File: src/logic/cbaf_consts.vh
// Constants for the current block access filter: register offsets, fields, resets, timing.
// Assumes the register port carries raw 9-bit offsets.
`ifndef CBAF_CONSTS_VH
`define CBAF_CONSTS_VH

`define CBAF_ADDR_W 9
`define CBAF_OFS_GRANTS_CH1 9'h188
`define CBAF_OFS_GRANTS_CH2 9'h189
`define CBAF_OFS_FILTER_12 9'h198
`define CBAF_OFS_FILTER_34L 9'h199
`define CBAF_OFS_FILTER_4H4NEG 9'h19a
`define CBAF_OFS_SETTLING 9'h1a9

`define CBAF_RST_GRANTS_CH1 16'h0041
`define CBAF_RST_GRANTS_CH2 16'h0304
`define CBAF_RST_FILTER 16'h0041
`define CBAF_RST_SETTLING 16'h0000

`define CBAF_GRANT_W 10
`define CBAF_GRANT_CORE1_BASE 5
`define CBAF_GRANT_4L_BIT 3'h3
`define CBAF_GRANT_4H_BIT 3'h4
`define CBAF_FILTER_W 12
`define CBAF_LEN_LSB 0
`define CBAF_LEN_W 5
`define CBAF_TYPE_BIT 5
`define CBAF_HALF_W 6
`define CBAF_SETTLING_W 6

`define CBAF_TARGETS 6
`define CBAF_CHANNELS 4
`define CBAF_CTRL_W 11
`define CBAF_INVALID_EXTRA 7'h04
`define CBAF_INVALID_W 7

`endif

File: src/logic/cbaf_current_block_access_filter.v
// Current block access filter: grants, arbitration and feedback filtering.
// Assumes channel requests and feedbacks are synchronous to sys_clk.
`timescale 1ns/100ps
`include "cbaf_consts.vh"
module cbaf_current_block_access_filter (
  input wire sys_clk,
  input wire srst,
  input wire [`CBAF_ADDR_W-1:0] reg_addr,
  input wire [15:0] reg_wdata,
  input wire reg_wr,
  input wire reg_rd,
  output reg [15:0] reg_rdata,
  input wire [`CBAF_TARGETS-1:0] core_zero_channel_one_req,
  input wire [`CBAF_TARGETS*`CBAF_CTRL_W-1:0] core_zero_channel_one_data,
  input wire [`CBAF_TARGETS-1:0] core_one_channel_one_req,
  input wire [`CBAF_TARGETS*`CBAF_CTRL_W-1:0] core_one_channel_one_data,
  input wire [`CBAF_TARGETS-1:0] core_zero_channel_two_req,
  input wire [`CBAF_TARGETS*`CBAF_CTRL_W-1:0] core_zero_channel_two_data,
  input wire [`CBAF_TARGETS-1:0] core_one_channel_two_req,
  input wire [`CBAF_TARGETS*`CBAF_CTRL_W-1:0] core_one_channel_two_data,
  output wire [`CBAF_TARGETS*`CBAF_CTRL_W-1:0] target_control,
  output wire [`CBAF_TARGETS-1:0] target_update,
  input wire [`CBAF_TARGETS-1:0] feedback_raw,
  output wire [`CBAF_TARGETS-1:0] feedback_filtered,
  output wire [`CBAF_TARGETS-1:0] feedback_valid
);
  reg [`CBAF_GRANT_W-1:0] grants_channel1;
  reg [`CBAF_GRANT_W-1:0] grants_channel2;
  reg [`CBAF_FILTER_W-1:0] filter_one_two;
  reg [`CBAF_FILTER_W-1:0] filter_three_four_low;
  reg [`CBAF_FILTER_W-1:0] filter_four_high_negative;
  reg [`CBAF_SETTLING_W-1:0] settling_time;
  wire [`CBAF_FILTER_W*3-1:0] filter_all;
  wire [`CBAF_TARGETS-1:0] updated;

  // Reset words are 16 bits wide; only the implemented field bits are loaded.
  localparam [15:0] rst_grants_ch1 = `CBAF_RST_GRANTS_CH1;
  localparam [15:0] rst_grants_ch2 = `CBAF_RST_GRANTS_CH2;
  localparam [15:0] rst_filter = `CBAF_RST_FILTER;
  localparam [15:0] rst_settling = `CBAF_RST_SETTLING;

  assign filter_all = {filter_four_high_negative, filter_three_four_low, filter_one_two};
  assign target_update = updated;

  // Maps a target (1, 2, 3, 4L, 4H, 4neg) to its grant bit within one core's field.
  function [2:0] grant_bit;
    input integer target;
    begin
      if (target == 5) begin
        grant_bit = `CBAF_GRANT_4H_BIT;
      end else if (target == 3) begin
        grant_bit = `CBAF_GRANT_4L_BIT;
      end else begin
        grant_bit = target[2:0];
      end
    end
  endfunction

  // Register writes.
  always @(posedge sys_clk) begin
    if (srst) begin
      grants_channel1 <= rst_grants_ch1[`CBAF_GRANT_W-1:0];
      grants_channel2 <= rst_grants_ch2[`CBAF_GRANT_W-1:0];
      filter_one_two <= rst_filter[`CBAF_FILTER_W-1:0];
      filter_three_four_low <= rst_filter[`CBAF_FILTER_W-1:0];
      filter_four_high_negative <= rst_filter[`CBAF_FILTER_W-1:0];
      settling_time <= rst_settling[`CBAF_SETTLING_W-1:0];
    end else if (reg_wr) begin
      if (reg_addr == `CBAF_OFS_GRANTS_CH1) begin
        grants_channel1 <= reg_wdata[`CBAF_GRANT_W-1:0];
      end else if (reg_addr == `CBAF_OFS_GRANTS_CH2) begin
        grants_channel2 <= reg_wdata[`CBAF_GRANT_W-1:0];
      end else if (reg_addr == `CBAF_OFS_FILTER_12) begin
        filter_one_two <= reg_wdata[`CBAF_FILTER_W-1:0];
      end else if (reg_addr == `CBAF_OFS_FILTER_34L) begin
        filter_three_four_low <= reg_wdata[`CBAF_FILTER_W-1:0];
      end else if (reg_addr == `CBAF_OFS_FILTER_4H4NEG) begin
        filter_four_high_negative <= reg_wdata[`CBAF_FILTER_W-1:0];
      end else if (reg_addr == `CBAF_OFS_SETTLING) begin
        settling_time <= reg_wdata[`CBAF_SETTLING_W-1:0];
      end
    end
  end

  // Register reads; data stands for the one cycle after the strobe.
  always @(posedge sys_clk) begin
    if (srst) begin
      reg_rdata <= 16'h0000;
    end else if (reg_rd) begin
      if (reg_addr == `CBAF_OFS_GRANTS_CH1) begin
        reg_rdata <= {6'h00, grants_channel1};
      end else if (reg_addr == `CBAF_OFS_GRANTS_CH2) begin
        reg_rdata <= {6'h00, grants_channel2};
      end else if (reg_addr == `CBAF_OFS_FILTER_12) begin
        reg_rdata <= {4'h0, filter_one_two};
      end else if (reg_addr == `CBAF_OFS_FILTER_34L) begin
        reg_rdata <= {4'h0, filter_three_four_low};
      end else if (reg_addr == `CBAF_OFS_FILTER_4H4NEG) begin
        reg_rdata <= {4'h0, filter_four_high_negative};
      end else if (reg_addr == `CBAF_OFS_SETTLING) begin
        reg_rdata <= {10'h000, settling_time};
      end else begin
        reg_rdata <= 16'h0000;
      end
    end else begin
      reg_rdata <= 16'h0000;
    end
  end

  genvar t;
  generate
    for (t = 0; t < `CBAF_TARGETS; t = t + 1) begin : g_target
      wire [`CBAF_CHANNELS-1:0] granted_req;
      wire [`CBAF_CHANNELS*`CBAF_CTRL_W-1:0] chan_data;
      wire [`CBAF_LEN_W-1:0] len;
      wire ftype;
      wire [`CBAF_INVALID_W-1:0] window;
      reg [`CBAF_INVALID_W-1:0] remaining;
      reg valid_q;

      // Channel order in the vector sets the priority, index 0 highest.
      assign granted_req[0] = core_zero_channel_one_req[t]
        & grants_channel1[grant_bit(t)];
      assign granted_req[1] = core_one_channel_one_req[t]
        & grants_channel1[`CBAF_GRANT_CORE1_BASE + grant_bit(t)];
      assign granted_req[2] = core_zero_channel_two_req[t]
        & grants_channel2[grant_bit(t)];
      assign granted_req[3] = core_one_channel_two_req[t]
        & grants_channel2[`CBAF_GRANT_CORE1_BASE + grant_bit(t)];
      assign chan_data = {
        core_one_channel_two_data[t*`CBAF_CTRL_W +: `CBAF_CTRL_W],
        core_zero_channel_two_data[t*`CBAF_CTRL_W +: `CBAF_CTRL_W],
        core_one_channel_one_data[t*`CBAF_CTRL_W +: `CBAF_CTRL_W],
        core_zero_channel_one_data[t*`CBAF_CTRL_W +: `CBAF_CTRL_W]};

      cbaf_target_arbiter u_arb (
        .sys_clk(sys_clk),
        .srst(srst),
        .req(granted_req),
        .req_data(chan_data),
        .control(target_control[t*`CBAF_CTRL_W +: `CBAF_CTRL_W]),
        .updated(updated[t])
      );

      assign len = filter_all[t*`CBAF_HALF_W + `CBAF_LEN_LSB +: `CBAF_LEN_W];
      assign ftype = filter_all[t*`CBAF_HALF_W + `CBAF_TYPE_BIT];

      cbaf_feedback_filter u_filt (
        .sys_clk(sys_clk),
        .srst(srst),
        .sample(feedback_raw[t]),
        .filter_type(ftype),
        .filter_length(len),
        .level(feedback_filtered[t])
      );

      assign window = {1'b0, settling_time} + {2'b00, len} + `CBAF_INVALID_EXTRA;

      assign feedback_valid[t] = valid_q;

      // The window counts from the cycle the new control value appears, so valid is taken
      // from the granted request and falls together with the update pulse.
      always @(posedge sys_clk) begin
        if (srst) begin
          remaining <= 7'h00;
          valid_q <= 1'b1;
        end else if (|granted_req) begin
          remaining <= window - 7'h01;
          valid_q <= 1'b0;
        end else if (remaining != 7'h00) begin
          remaining <= remaining - 7'h01;
          valid_q <= 1'b0;
        end else begin
          valid_q <= 1'b1;
        end
      end
    end
  endgenerate
endmodule

File: src/logic/cbaf_feedback_filter.v
// One current feedback filter with selectable reset or decrement behaviour.
// Assumes the sample is synchronous to sys_clk.
`timescale 1ns/100ps
`include "cbaf_consts.vh"
module cbaf_feedback_filter (
  input wire sys_clk,
  input wire srst,
  input wire sample,
  input wire filter_type,
  input wire [`CBAF_LEN_W-1:0] filter_length,
  output reg level
);
  reg [`CBAF_LEN_W-1:0] count;

  always @(posedge sys_clk) begin
    if (srst) begin
      level <= 1'b0;
      count <= 5'h00;
    end else if (sample != level) begin
      if (count >= filter_length) begin
        level <= sample;
        count <= 5'h00;
      end else begin
        count <= count + 5'h01;
      end
    end else if (filter_type) begin
      if (count != 5'h00) begin
        count <= count - 5'h01;
      end
    end else begin
      count <= 5'h00;
    end
  end
endmodule

File: src/logic/cbaf_target_arbiter.v
// Fixed-priority merge of four channel requests onto one measure-block control set.
// Assumes requests arrive already gated by their access grants; index 0 is highest.
`timescale 1ns/100ps
`include "cbaf_consts.vh"
module cbaf_target_arbiter (
  input wire sys_clk,
  input wire srst,
  input wire [`CBAF_CHANNELS-1:0] req,
  input wire [`CBAF_CHANNELS*`CBAF_CTRL_W-1:0] req_data,
  output reg [`CBAF_CTRL_W-1:0] control,
  output reg updated
);
  // Each cycle's winner is applied at once, so requests in separate cycles all land in order.
  always @(posedge sys_clk) begin
    if (srst) begin
      control <= 11'h000;
      updated <= 1'b0;
    end else begin
      updated <= |req;
      if (req[0]) begin
        control <= req_data[0*`CBAF_CTRL_W +: `CBAF_CTRL_W];
      end else if (req[1]) begin
        control <= req_data[1*`CBAF_CTRL_W +: `CBAF_CTRL_W];
      end else if (req[2]) begin
        control <= req_data[2*`CBAF_CTRL_W +: `CBAF_CTRL_W];
      end else if (req[3]) begin
        control <= req_data[3*`CBAF_CTRL_W +: `CBAF_CTRL_W];
      end
    end
  end
endmodule

File: config.mk
export PLATFORM = sky130hd
export DESIGN_NAME = cbaf_current_block_access_filter
export DESIGN_NICKNAME = d
export VERILOG_FILES = /design/src/logic/cbaf_current_block_access_filter.v /design/src/logic/cbaf_feedback_filter.v /design/src/logic/cbaf_target_arbiter.v
export VERILOG_INCLUDE_DIRS = /design/src /design/src/logic
export SDC_FILE = /design/constraint.sdc
export NUM_CORES = 1
export LEC_CHECK = 0
export BUFFER_PORTS_ARGS = -buffer_cell sky130_fd_sc_hd__clkbuf_2
export CAP_MARGIN = 20
export CORE_MARGIN = 2
export CORE_UTILIZATION = 40
export CTS_CLUSTER_DIAMETER = 80
export DETAILED_ROUTE_END_ITERATION = 8
export HOLD_SLACK_MARGIN = 0.15
export SLEW_MARGIN = 20
export SYNTH_ARGS = -nofsm -noshare
export SYNTH_HDL_FRONTEND = slang
export SYNTH_SLANG_ARGS = --single-unit
File: constraint.sdc
create_clock -name sys_clk -period 3.6 [get_ports sys_clk]
set_input_delay 0.18 -clock sys_clk [delete_from_list [all_inputs] [get_ports sys_clk]]
set_output_delay 0.18 -clock sys_clk [all_outputs]
set_load 0.01 [all_outputs]
==> impl_metrics.ini, run 1 <==
[route]
drtIter0Drc = 930
drtAntennaViolNets = 0
vias_per_cell = 5.327
drt_wl_total_um = 47230
drc = 0
wl_per_cell_um = 16.68
num_vias = 15090
drt_pass1_iterations = 5

[synthesis]
synth_cell_types = 63
async_flop_share = 0
synthCells = 1889
synth_flop_cell = dfxtp_1
yosys_warnings = 0
syn_area_mm2 = 0.01444
synth_edf_count = 0
syn_area_per_cell_um2 = 7.644
ys_seq_area_frac = 0.3189
synth-seq-cells = 230

[die]
die_h_um = 194
std_cell_rows = 69
die_w_um = 194
start_util = 0.4060
die-area_mm2 = 0.03764
floorplan.core_area_mm2 = 0.03557
pin_count = 423

[global_route]
track_usage = 0.2398
grt_pass1_vias = 14490
antenna_found_initial = 2
grt_pass1_wl_um = 74750
grt_remaining_overflow = 0
grt_start_max_net_pins = 179

[critical_path]
worstPathMaxFanout = 24
rrSetupSlack_ps = 370
end_kind = register
critical_path.slowest_cell = and3_1
worstPathRequired_ps = 4090
max_stage_delay_ps = 800
cp_common_cell = dlygate4sd3_1
start_kind = register
path_cells = nand2_1 > and3_1 > a211oi_1 > dlygate4sd3_1 > nor3_1 > dlygate4sd3_1
crit_buf_inv = 2
arrival_ps = 3710
path_class = reg2reg
critical_path.top_delay_family = simple AND/OR/NAND/NOR gates

[clocking]
post_cts_buffers = 0
clk_latency_ps = 550
root_buffer = clkbuf_16
cts_made_buffers = 28
htreeDepth = 1
cts_tree = done
clock_path_buffers = 3
clock-sinks = 230
clkSlewWorstSetupHoldPaths_ps = 60

[sta]
worst_pin_slew_ps = 827.2
relSlewSlack = 0.4485
finalHoldViolCount = 0
fin_skew_ps = 13.49
finalSetupViolations = 0
final_max_slew_viol_count = 0
grt_setup_unrepaired = no
min_period_ps = 3229
final.period_utilization = 0.8970
tns_ps = 0
fmax_ghz = 0.3097

[finish]
drive_gt1_frac = 0.2063
fillers = 3458
final_util = 0.5301
area_delta_synth_final_pct = 30.58
fin_cells = 2832
finish.net_count = 2793

[placed_design]
dp_cells = 2646
portBuffers = 414
place_congestion = 0.8952
place.detailed.hpwl_um = 34750

[outcome]
status = completed

[power_and_ir_drop]
cellLeakagePower_nw = 8.590
total_power_mw = 7.464
power_density_mw_per_mm2 = 395.9
ir_drop_mv = 0.3024

[min_path]
hold_path_class = in2reg

[run]
cap_violations = 0
[final cells by class]
cell class | instances | area [µm²] | area share
antenna | 1 | 2.502 | 0.0001327
clock buffer | 42 | 824.5 | 0.04373
clock inverter | 8 | 115.1 | 0.006105
inverter | 114 | 427.9 | 0.02269
multi-input combinational | 1413 | 8757 | 0.4644
sequential | 230 | 4604 | 0.2442
tap | 461 | 576.8 | 0.03059
timing repair buffer | 563 | 3547 | 0.1881
[stage by stage]
stage / hold slack [ps] / worst slack [ps] / instance area (µm²)
after global routing: 184.3 / 161.9 / 18850
final: 151.9 / 370.9 / 18860
after floorplan: 297.8 / 1630 / 14450
after detailed placement: 444.5 / 1183 / 16560
after CTS: 151.9 / 506.7 / 18850
after global placement: 438.3 / 1229 / 16560
[metal layers]
layer / global-route usage / vias to the layer above / wire (µm)
met5: 0 / - / 31
met4: 0.06538 / 4 / 1261
met3: 0.03392 / 85 / 2374
met2: 0.4202 / 441 / 22720
met1: 0.3073 / 6963 / 20840
li1: - / 7593 / -
[cell usage in the layout (no fill, tap or decap), types with 12 or more instances in the layout]
cell type,Yosys,routed
a211oi_1,88,88
a21o_1,22,22
a21oi_1,131,131
a311oi_1,66,66
a31oi_1,16,16
buf_4,28,13
clkbuf_16,0,29
clkbuf_2,1,413
dfxtp_1,230,230
dlygate4sd3_1,0,135
ha_1,114,114
inv_1,113,113
mux2i_1,29,29
nand2_1,226,226
nand3_1,116,116
nor2_1,254,254
nor2b_1,12,12
nor3_1,91,91
o21ai_0,39,39
xnor2_1,41,41
xor2_1,12,12
[path summary, 6_finish.rpt]
path         depth (start not counted)                            to                          start
max reg2reg                          6  g_target[1].u_arb.control[7]             grants_channel1[6]
min                                  5  g_target[2].u_arb.control[9]  core_one_channel_two_data[31]
max                                  6  g_target[1].u_arb.control[7]             grants_channel1[6]
min reg2reg                          2  filter_four_high_negative[1]   filter_four_high_negative[1]
[synthesized netlist by cell type, drive strengths merged (2+ instances only)]
cell type / number / area [µm²]
o21bai: 7 / 52.55
a2bb2oi: 6 / 52.55
nor3: 94 / 491.7
nand2: 227 / 854.6
nand4b: 7 / 61.31
xnor2: 41 / 359.1
and2: 12 / 75.08
a211o: 11 / 96.34
buf: 53 / 352.8
clkbuf: 82 / 309.0
a211oi: 88 / 660.6
ha: 114 / 1426
or3: 5 / 31.28
inv: 114 / 427.9
a31oi: 16 / 100.1
a311oi: 66 / 578.1
nor2: 255 / 959.7
nor4: 11 / 83.83
o31a: 4 / 35.03
a2111oi: 7 / 97.60
a21oi: 135 / 690.7
xor2: 12 / 105.1
nand3: 117 / 590.6
mux2i: 29 / 290.3
nand3b: 2 / 15.01
fa: 6 / 120.1
dfxtp: 230 / 4604
a21o: 22 / 165.2
a32oi: 4 / 35.03
o21ai: 44 / 220.2
o22ai: 9 / 56.30
nor2b: 12 / 75.07
nand2b: 13 / 96.35
and3: 8 / 50.05
a221oi: 10 / 87.58
o211ai: 6 / 45.04
[state kept, by name (all words and copies together) (netlist names), 10 cells and up]
register                   count
g_target.remaining            42
g_target.u_filt.count         30
g_target.u_arb.control        66
filter_one_two                12
grants_channel1               10
reg_rdata                     12
filter_four_high_negative     12
grants_channel2               10
filter_three_four_low         12
[worst min-delay path, delay by kind of cell]
kind / cells / cell delay, ps
AO/OA/AOI/OAI: 2 / 280
AND/OR/NAND/NOR: 2 / 110
buffers and inverters: 1 / 80
[kinds of logic (layout without fill, tap and decap cells)]
kind of cell    Yosys count  count (layout)  synth area share
compound gates          438             438            0.2074
buf+inv                 249             727           0.07547
xor+xnor                 53              53           0.03215
simple gates            769             769            0.2386
flops                   230             230            0.3189
fa+ha+maj               120             120            0.1071
mux                      29              29           0.02010
other cells               1               5         0.0002597
[power by group]
part / leakage, nW / switching, mW / internal, mW
Combinational: 6.24 / 0.925 / 0.791
Clock: 0.465 / 1.10 / 1.78
Sequential: 1.88 / 0.146 / 2.72
Total: 8.59 / 2.17 / 5.29
[what timing repair did]
| action | CTS | global route |
|---|---|---|
| resized for setup | 0 | 0 |
| endpoints found under the setup margin | 0 | 0 |
| hold buffers | 135 | 0 |
| hold endpoints to repair | 156 | 0 |
(Power assumes the default switching activity.)
==> run 2: changes to the inputs <==
--- a/config.mk
+++ b/config.mk
@@ -10,9 +10,11 @@
 export CAP_MARGIN = 20
 export CORE_MARGIN = 2
 export CORE_UTILIZATION = 40
+export CTS_BUF_LIST = sky130_fd_sc_hd__clkbuf_8 sky130_fd_sc_hd__clkbuf_16
 export CTS_CLUSTER_DIAMETER = 80
 export DETAILED_ROUTE_END_ITERATION = 8
 export HOLD_SLACK_MARGIN = 0.15
+export REMOVE_ABC_BUFFERS = 1
 export SLEW_MARGIN = 20
 export SYNTH_ARGS = -nofsm -noshare
 export SYNTH_HDL_FRONTEND = slang
==> impl_metrics.ini, run 2 (synthesis gave the netlist of run 1 again) <==
[outcome]
status = completed

[global_route]
antenna_found_initial = 1
grt_remaining_overflow = 0
grt_start_max_net_pins = 104
grt_pass1_vias = 14590
grt_pass1_wl_um = 74780
track_usage = 0.2374

[sta]
tns_ps = 0
min_period_ps = 2825
final_max_slew_viol_count = 0
worst_pin_slew_ps = 831.9
relSlewSlack = 0.4454
fin_ws_ps = 774.7
final.period_utilization = 0.7848
finalHoldViolCount = 0
fin_skew_ps = 7.952
finalSetupViolations = 0
worst_hold_slack_ps = 170.5
fmax_ghz = 0.3539
grt_setup_unrepaired = no

[power_and_ir_drop]
ir_drop_mv = 0.3190
total_power_mw = 7.427
cellLeakagePower_nw = 8.690
power_density_mw_per_mm2 = 391.0

[die]
die-area_mm2 = 0.03764
pin_count = 423
die_h_um = 194
std_cell_rows = 69
floorplan.core_area_mm2 = 0.03557
start_util = 0.4060
die_w_um = 194

[route]
drtIter0Drc = 791
drtAntennaViolNets = 0
drt_wl_total_um = 46340
num_vias = 15190
drc = 0
wl_per_cell_um = 16.28
drt_pass1_iterations = 5
vias_per_cell = 5.337

[min_path]
min_to = g_target[3].u_arb.control[5]
whs_path_depth = 5
hold_path_class = in2reg
hold_start = core_one_channel_two_data[38]

[clocking]
clock-sinks = 230
post_cts_buffers = 0
post_cts_resized = 0
clock_path_buffers = 3
clk_latency_ps = 540
root_buffer = clkbuf_16
cts_tree = done
clkSlewWorstSetupHoldPaths_ps = 60
hold_buffers = 146
htreeDepth = 1
cts_made_buffers = 28

[critical_path]
startpoint = grants_channel2[4]
path_class = reg2reg
max_stage_delay_ps = 730
end_kind = register
worstPathMaxFanout = 20
critical_path.slowest_cell = dfxtp_1
start_kind = register
path_cells = nand2_1 > and3_1 > a211oi_1 > dlygate4sd3_1 > nor3_1
worstPathRequired_ps = 4010
ff2ff_path_depth = 5
rrSetupSlack_ps = 770
arrival_ps = 3230
rr_startpoint = grants_channel2[4]
r2r_end = g_target[4].u_arb.control[0]

[placed_design]
dp_cells = 2649
place.detailed.hpwl_um = 34000
place_area_mm2 = 0.01658
place_congestion = 0.9402
preCtsSetupSlack_ps = 1077
portBuffers = 414

[run]
cap_violations = 0

[finish]
final_cell_mix = clkbuf_2 (413), nor2_1 (254), dfxtp_1 (230), nand2_1 (226), dlygate4sd3_1 (146)
top_regs = g_target.u_arb.control: 66 flops, g_target.remaining: 42 flops, g_target.u_filt.count: 30 flops
largest_reg_flops = 66
drive_gt1_frac = 0.2081
final_cell_area_mm2 = 0.01900
area_delta_synth_final_pct = 31.55
fin_cells = 2846
finish.net_count = 2807
regMostFlops = g_target.u_arb.control
final_util = 0.5341
layout_commonest_cell = clkbuf_2
## run 2: cell types whose count changed in the layout (fill, tap and decap cells not counted)
cell / change
bufinv_16: -2
clkbuf_1: -8
clkbuf_8: +6
dlygate4sd3_1: +11
buf_4: +3
inv_1: +4
## run 2: critical path, delay by kind of cell (launching register included)
family          cells  cell delay, ps
simple gates        3            1050
flops               1             730
buf+inv             1             590
compound gates      1             320
## run 2: worst max path at each step
stage	slack, ps	cells past startpoint	end
global route	520	5	g_target[4].u_arb.control[8]
finish	770	5	g_target[4].u_arb.control[0]
floorplan	1380	4	g_target[5].remaining[0]
global placement	1110	5	g_target[5].u_arb.control[4]
detailed placement	1080	5	g_target[5].u_arb.control[9]
CTS	750	5	g_target[4].u_arb.control[0]
## run 2: area by class of cell
type                       count  area [µm²]
multi-input combinational   1413        8757
fill                        3465       16570
clock buffer                  40       877.1
tap                          461       576.8
sequential                   230        4604
clock inverter                10       70.07
timing repair buffer         577        3680
inverter                     114       427.9
antenna                        1       2.502
## run 2: power by group
part | internal [mW] | total [mW] | switching, mW
Clock | 1.74 | 2.86 | 1.11
Combinational | 0.799 | 1.71 | 0.909
Sequential | 2.72 | 2.86 | 0.145
## run 2: routing by layer
metal	wire, µm	track usage	vias up
met5	0	0	-
met4	1241	0.07239	0
met3	2565	0.03253	79
met2	21870	0.4131	469
met1	20660	0.3042	7037
li1	-	-	7605
